===== config.mk =====
export PLATFORM = sky130hd
export DESIGN_NAME = txlen_registers
export DESIGN_NICKNAME = d
export VERILOG_FILES = /design/src/verilog/txlen_registers.v
export VERILOG_INCLUDE_DIRS = /design/src /design/src/verilog
export SDC_FILE = /design/constraint.sdc
export NUM_CORES = 1
export LEC_CHECK = 0
export BUFFER_PORTS_ARGS = -buffer_cell sky130_fd_sc_hd__clkbuf_2
export CORE_MARGIN = 2
export CORE_UTILIZATION = 50
export DETAILED_ROUTE_END_ITERATION = 10
export PLACE_DENSITY = 0.86
export SYNTH_ARGS = -nofsm -noshare
export SYNTH_HDL_FRONTEND = slang
export SYNTH_SLANG_ARGS = --single-unit

===== constraint.sdc =====
create_clock -name clk -period 2.75 [get_ports clk]
set_clock_uncertainty 0.05 [all_clocks]
set_input_delay 0.1375 -clock clk [delete_from_list [all_inputs] [get_ports clk]]
set_output_delay 0.1375 -clock clk [all_outputs]
set_load 0.01 [all_outputs]

===== src/verilog/txlen_defs.vh =====
`ifndef TXLEN_DEFS_VH
`define TXLEN_DEFS_VH
`define TXLEN_ADDR_HIGH    5'h1D
`define TXLEN_ADDR_LOW     5'h1E
`define TXLEN_RESET_VALUE  8'h00
`define TXLEN_HI_NIB_MSB   7
`define TXLEN_HI_NIB_LSB   4
`define TXLEN_LO_NIB_MSB   3
`define TXLEN_LO_NIB_LSB   0
`define TXLEN_CNT_LO_MSB   7
`define TXLEN_CNT_LO_LSB   4
`define TXLEN_BROKEN_BIT   3
`define TXLEN_BITS_MSB     2
`define TXLEN_BITS_LSB     0
`endif


===== src/verilog/txlen_registers.v =====
`timescale 1ns/1ps
`include "txlen_defs.vh"
module txlen_registers (
  input  wire        clk,
  input  wire        sys_rst,
  input  wire        chip_en,
  input  wire        tx_eof,
  input  wire [4:0]  reg_addr,
  input  wire        reg_wr,
  input  wire [7:0]  reg_wdata,
  output reg  [7:0]  reg_rdata,
  output wire [11:0] byte_count,
  output wire        broken_byte,
  output wire [2:0]  broken_bits
);

  wire        en_sync;
  wire        clear_on_disable;
  wire        clear_on_eof;
  wire        clear_all;
  wire        sel_high;
  wire        sel_low;
  wire        wr_high;
  wire        wr_low;
  wire [7:0]  tx_byte_count_high;
  wire [7:0]  tx_byte_count_low_partial;
  wire [3:0]  low_count_field;
  wire        broken_flag_field;
  wire [2:0]  broken_count_field;
  wire        count_bit_eleven;
  wire        count_bit_ten;
  wire        count_bit_nine;
  wire        count_bit_eight;
  wire        count_bit_seven;
  wire        count_bit_six;
  wire        count_bit_five;
  wire        count_bit_four;
  wire        count_bit_three;
  wire        count_bit_two;
  wire        count_bit_one;
  wire        count_bit_zero;
  reg  [7:0]  next_reg_rdata;

  // enable is a pin; two stages before any logic reads it
  txlen_sync2 i_en_sync (
    .clk      (clk),
    .sys_rst  (sys_rst),
    .async_in (chip_en),
    .sync_out (en_sync)
  );

  // enable low clears two clocks late; a write just after the pin falls still lands
  assign clear_on_disable = !en_sync;
  // eof beats a same-cycle host write: the frame is over, the count is stale
  assign clear_on_eof     = tx_eof;
  assign clear_all        = clear_on_disable || clear_on_eof;

  txlen_sel #(
    .ADDR (`TXLEN_ADDR_HIGH)
  ) i_sel_high (
    .reg_addr (reg_addr),
    .reg_wr   (reg_wr),
    .hit      (sel_high),
    .wr_hit   (wr_high)
  );

  txlen_sel #(
    .ADDR (`TXLEN_ADDR_LOW)
  ) i_sel_low (
    .reg_addr (reg_addr),
    .reg_wr   (reg_wr),
    .hit      (sel_low),
    .wr_hit   (wr_low)
  );

  txlen_reg8 #(
    .RESET_VALUE (`TXLEN_RESET_VALUE)
  ) i_count_high (
    .clk     (clk),
    .sys_rst (sys_rst),
    .clr     (clear_all),
    .wr      (wr_high),
    .wdata   (reg_wdata),
    .q       (tx_byte_count_high)
  );

  txlen_reg8 #(
    .RESET_VALUE (`TXLEN_RESET_VALUE)
  ) i_count_low (
    .clk     (clk),
    .sys_rst (sys_rst),
    .clr     (clear_all),
    .wr      (wr_low),
    .wdata   (reg_wdata),
    .q       (tx_byte_count_low_partial)
  );

  // high register: count bits 11 down to 4
  assign count_bit_eleven = tx_byte_count_high[`TXLEN_HI_NIB_MSB];
  assign count_bit_ten    = tx_byte_count_high[6];
  assign count_bit_nine   = tx_byte_count_high[5];
  assign count_bit_eight  = tx_byte_count_high[`TXLEN_HI_NIB_LSB];
  assign count_bit_seven  = tx_byte_count_high[`TXLEN_LO_NIB_MSB];
  assign count_bit_six    = tx_byte_count_high[2];
  assign count_bit_five   = tx_byte_count_high[1];
  assign count_bit_four   = tx_byte_count_high[`TXLEN_LO_NIB_LSB];

  // low register fields; the broken-byte layout is assumed: flag then bit count
  assign low_count_field    = tx_byte_count_low_partial[`TXLEN_CNT_LO_MSB:`TXLEN_CNT_LO_LSB];
  assign broken_flag_field  = tx_byte_count_low_partial[`TXLEN_BROKEN_BIT];
  assign broken_count_field = tx_byte_count_low_partial[`TXLEN_BITS_MSB:`TXLEN_BITS_LSB];

  assign count_bit_three = low_count_field[3];
  assign count_bit_two   = low_count_field[2];
  assign count_bit_one   = low_count_field[1];
  assign count_bit_zero  = low_count_field[0];

  assign byte_count[11] = count_bit_eleven;
  assign byte_count[10] = count_bit_ten;
  assign byte_count[9]  = count_bit_nine;
  assign byte_count[8]  = count_bit_eight;
  assign byte_count[7]  = count_bit_seven;
  assign byte_count[6]  = count_bit_six;
  assign byte_count[5]  = count_bit_five;
  assign byte_count[4]  = count_bit_four;
  assign byte_count[3]  = count_bit_three;
  assign byte_count[2]  = count_bit_two;
  assign byte_count[1]  = count_bit_one;
  assign byte_count[0]  = count_bit_zero;

  assign broken_byte = broken_flag_field;
  assign broken_bits = broken_count_field;

  // unmapped addresses read zero, so a stray read never aliases a register
  always @* begin
    next_reg_rdata = 8'h00;
    case ({sel_high, sel_low})
      2'h2: begin
        next_reg_rdata = tx_byte_count_high;
      end
      2'h1: begin
        next_reg_rdata = tx_byte_count_low_partial;
      end
      default: begin
        next_reg_rdata = 8'h00;
      end
    endcase
  end

  // read data is registered: it lags the address by one clock
  always @(posedge clk) begin
    if (sys_rst) begin
      reg_rdata <= 8'h00;
    end else begin
      reg_rdata <= next_reg_rdata;
    end
  end
endmodule // txlen_registers

// address match for one register; the write strobe is gated by the match
module txlen_sel #(
  parameter [4:0] ADDR = 5'h00
) (
  input  wire [4:0] reg_addr,
  input  wire       reg_wr,
  output wire       hit,
  output wire       wr_hit
);
  assign hit    = (reg_addr == ADDR);
  assign wr_hit = reg_wr && hit;
endmodule // txlen_sel

// one length register; a clear always outranks a write in the same cycle
module txlen_reg8 #(
  parameter [7:0] RESET_VALUE = `TXLEN_RESET_VALUE
) (
  input  wire       clk,
  input  wire       sys_rst,
  input  wire       clr,
  input  wire       wr,
  input  wire [7:0] wdata,
  output reg  [7:0] q
);
  reg  [7:0] next_q;

  always @* begin
    next_q = q;
    case ({clr, wr})
      2'h0: begin
        next_q = q;
      end
      2'h1: begin
        next_q = wdata;
      end
      2'h2: begin
        next_q = RESET_VALUE;
      end
      2'h3: begin
        next_q = RESET_VALUE;
      end
      default: begin
        next_q = q;
      end
    endcase
  end

  always @(posedge clk) begin
    if (sys_rst) begin
      q <= RESET_VALUE;
    end else begin
      q <= next_q;
    end
  end
endmodule // txlen_reg8

// plain two-flop synchroniser; only the second stage leaves the module
module txlen_sync2 (
  input  wire clk,
  input  wire sys_rst,
  input  wire async_in,
  output reg  sync_out
);
  reg  stage_meta;

  always @(posedge clk) begin
    if (sys_rst) begin
      stage_meta <= 1'h0;
      sync_out   <= 1'h0;
    end else begin
      stage_meta <= async_in;
      sync_out   <= stage_meta;
    end
  end
endmodule // txlen_sync2

==> results.toml <==
[run_status]
status = "finished clean"

[critical_path]
crit_path_max_incr_delay_ps = 680
path_class = "reg2reg"
r2r_slack_ps = 1280
crit_chain = "nor3b_4 > nand2_1 > mux2i_1"
arrival_ps = 1690
start_kind = "flip-flop"
critical_path_required_ps = 2960
worst_setup_path_end_kind = "flip-flop"
crit_fanout = 24
crit_slowest_cell = "nor3b_4"

[clocking]
tritoncts = "yes"
h-tree-depth = 1
clock_latency_ps = 320
cts_num_sinks = 26
cts_inserted_buffers = 3
cts_setup_buffers = 0
clock_path_buffers = 2
root_buffer = "clkbuf_4"
path_clk_slew_ps = 130

[synth]
synth_flop_cell = "dfxtp_1"
async_flop_share_pct = 0
syn_inst = 102
synth.yosys.seq_area_share_pct = 50.4
synth_edf_count = 0
yosys_warnings = 0
synth_top_area_cell = "dfxtp_1"
syn-num-nets = 122
syn_avg_cell_area_um2 = 10.1
ys_ff_latch = 26
synth_area_leaders = "dfxtp_1, mux2i_1, nand2_1"
yosys-top-cells-count = "dfxtp_1, nand2_1, mux2i_1, a22oi_1, nor2_1"
synth_most_common_cell = "dfxtp_1"
synth_top_area_share_pct = 50.4
synth_cell_types = 19
syn_area_um2 = 1030

[global_route]
grt_max_degree = 25
grt.overflow.total = 0
grt_pass1_vias = 898
antenna_found_initial = 0
grtUsageTotal_pct = 20.1
grt_pass1_wl_um = 3750

[route]
num_vias = 875
drtIter0Drc = 8
wirelength_um = 2230
drcViolationCount = 0
antenna_left = 0
avgRoutedWirePerCell_um = 12.8
dr.pass1.iters = 5
avgViaCountPerCell = 5.00

[timing]
max_slew.worst_pin.slew_ps = 812
hold_viol = 0
finalCriticalPeriod_ps = 1470
slew-limit-headroom_pct = 45.8
finalSetupTns_ps = 0
rsz0062_at_grt = "false"
finalSetupViolCount = 0
finalMaxSlewViolations = 0
finalCritPeriodShare_pct = 53.6
clock.fmax_mhz = 678

[pwr]
powerDensity_nw_per_um2 = 502
leakagePower_nw = 0.615
ir_worst_vdd_uv = 289

[finish]
fin_nets = 169
stdcell_count = 175
area_growth_pct = 30.7
fillCellCount = 170
antennaDiodeCount = 0
final_layout_size_suffix_gt1_share_pct = 34.5

[floorplan]
core_um2 = 1960
ioPinCount = 42
chipWidth_um = 49.4
rows = 16
dieArea_um2 = 2440
die_h_um = 49.4
start_util_pct = 52.6

[placed_design]
place_congestion = 0.734
dp_hpwl_um = 1540
io_buffers = 41
dpl.cell_count = 164

[run]
max-cap-violations = 0

[min_path]
hp-class = "in2reg"
-- flip-flops by register name (all words and copies together) (netlist names) --
| name | count |
|---|---|
| i_count_low.q | 8 |
| i_en_sync.sync_out | 1 |
| reg_rdata | 8 |
| i_en_sync.stage_meta | 1 |
| i_count_high.q | 8 |
-- final timing paths --
check | start | cells past startpoint | endpoint
setup / recovery | i_en_sync.sync_out | 3 | i_count_high.q[6]
hold / removal | reg_wdata[7] | 3 | i_count_low.q[7]
setup reg to reg | i_en_sync.sync_out | 3 | i_count_high.q[6]
hold reg to reg | i_en_sync.stage_meta | 1 | i_en_sync.sync_out
-- placed cells by master, fill, tap and decap left out --
master / Yosys / layout
a22oi_1: 8 / 8
and2_1: 1 / 1
and2b_2: 2 / 2
and3_4: 1 / 1
and4b_1: 1 / 1
bufinv_16: 0 / 1
clkbuf_2: 0 / 41
clkbuf_4: 0 / 3
dfxtp_1: 26 / 26
dlygate4sd3_1: 0 / 7
ha_1: 2 / 2
inv_1: 2 / 2
mux2i_1: 16 / 16
nand2_1: 24 / 24
nand3_2: 1 / 1
nand3b_1: 1 / 1
nor2_1: 8 / 8
nor2b_1: 1 / 1
nor3b_4: 1 / 1
or2_2: 1 / 1
-- worst max-delay path: cells and delay by family, from the launching register on --
kind | cells | cell delay [ps]
mux | 1 | 170
simple gates | 2 | 850
flops | 1 | 340
-- report_power, final --
part	leakage [nW]	internal (mW)	switching (mW)	total [mW]
sequential	0.210	0.378	0.000408	0.379
combinational	0.377	0.0209	0.0144	0.0353
clock	0.0279	0.148	0.116	0.263
total	0.615	0.547	0.130	0.677
-- metrics by stage --
step | power (mW) | cell area, um2 | setup WS [ps] | hold WS [ps] | utilization, %
after floorplan | 0.399 | 1030 | 1370 | 230 | -
after global placement | 0.413 | 1230 | 1320 | 311 | 62.5
after detailed placement | 0.414 | 1230 | 1260 | 320 | 62.5
after CTS | 0.679 | 1350 | 1280 | 6.79 | 68.8
after global routing | 0.698 | 1350 | 1130 | 22.0 | 68.8
final | 0.677 | 1350 | 1280 | 12.3 | 68.8
-- kinds of logic (layout without fill, tap and decap cells) --
group | count (synthesis) | after routing | synth area share [%]
AND/OR/NAND/NOR | 42 | 42 | 20.7
flip-flops | 26 | 26 | 50.4
multiplexers | 16 | 16 | 15.5
AO/OA/AOI/OAI | 8 | 8 | 5.82
buffers and inverters | 8 | 54 | 5.09
adder cells (fa/ha/maj) | 2 | 2 | 2.42
-- what timing repair did --
action                                 4_1_cts  5_1_grt
resized for setup                            0        0
endpoints found under the hold margin        9        0
hold buffers                                 7        0
-- area by class of cell --
cell class              instances  area (um2)  area share (%)
flip-flops and latches         26         520            38.6
multi-input cells              68         459            34.0
repair buffers                 48         275            20.4
well taps                      27        33.8            2.50
clock inverters                 1        30.0            2.23
clock buffers                   3        22.5            1.67
inverters                       2        7.51           0.557
-- per-layer routing --
| layer | global-route usage, % | part of all wire [%] | wire length (um) | vias to the layer above |
|---|---|---|---|---|
| met4 | 10.6 | 3.1 | 69 | 0 |
| li1 | - | - | - | 432 |
| met2 | 37.4 | 53 | 1180 | 34 |
| met3 | 3.99 | 6.4 | 144 | 9 |
| met1 | 21.1 | 38 | 839 | 400 |
| met5 | 0 | 0 | 0 | - |
(Power assumes the default switching activity.)
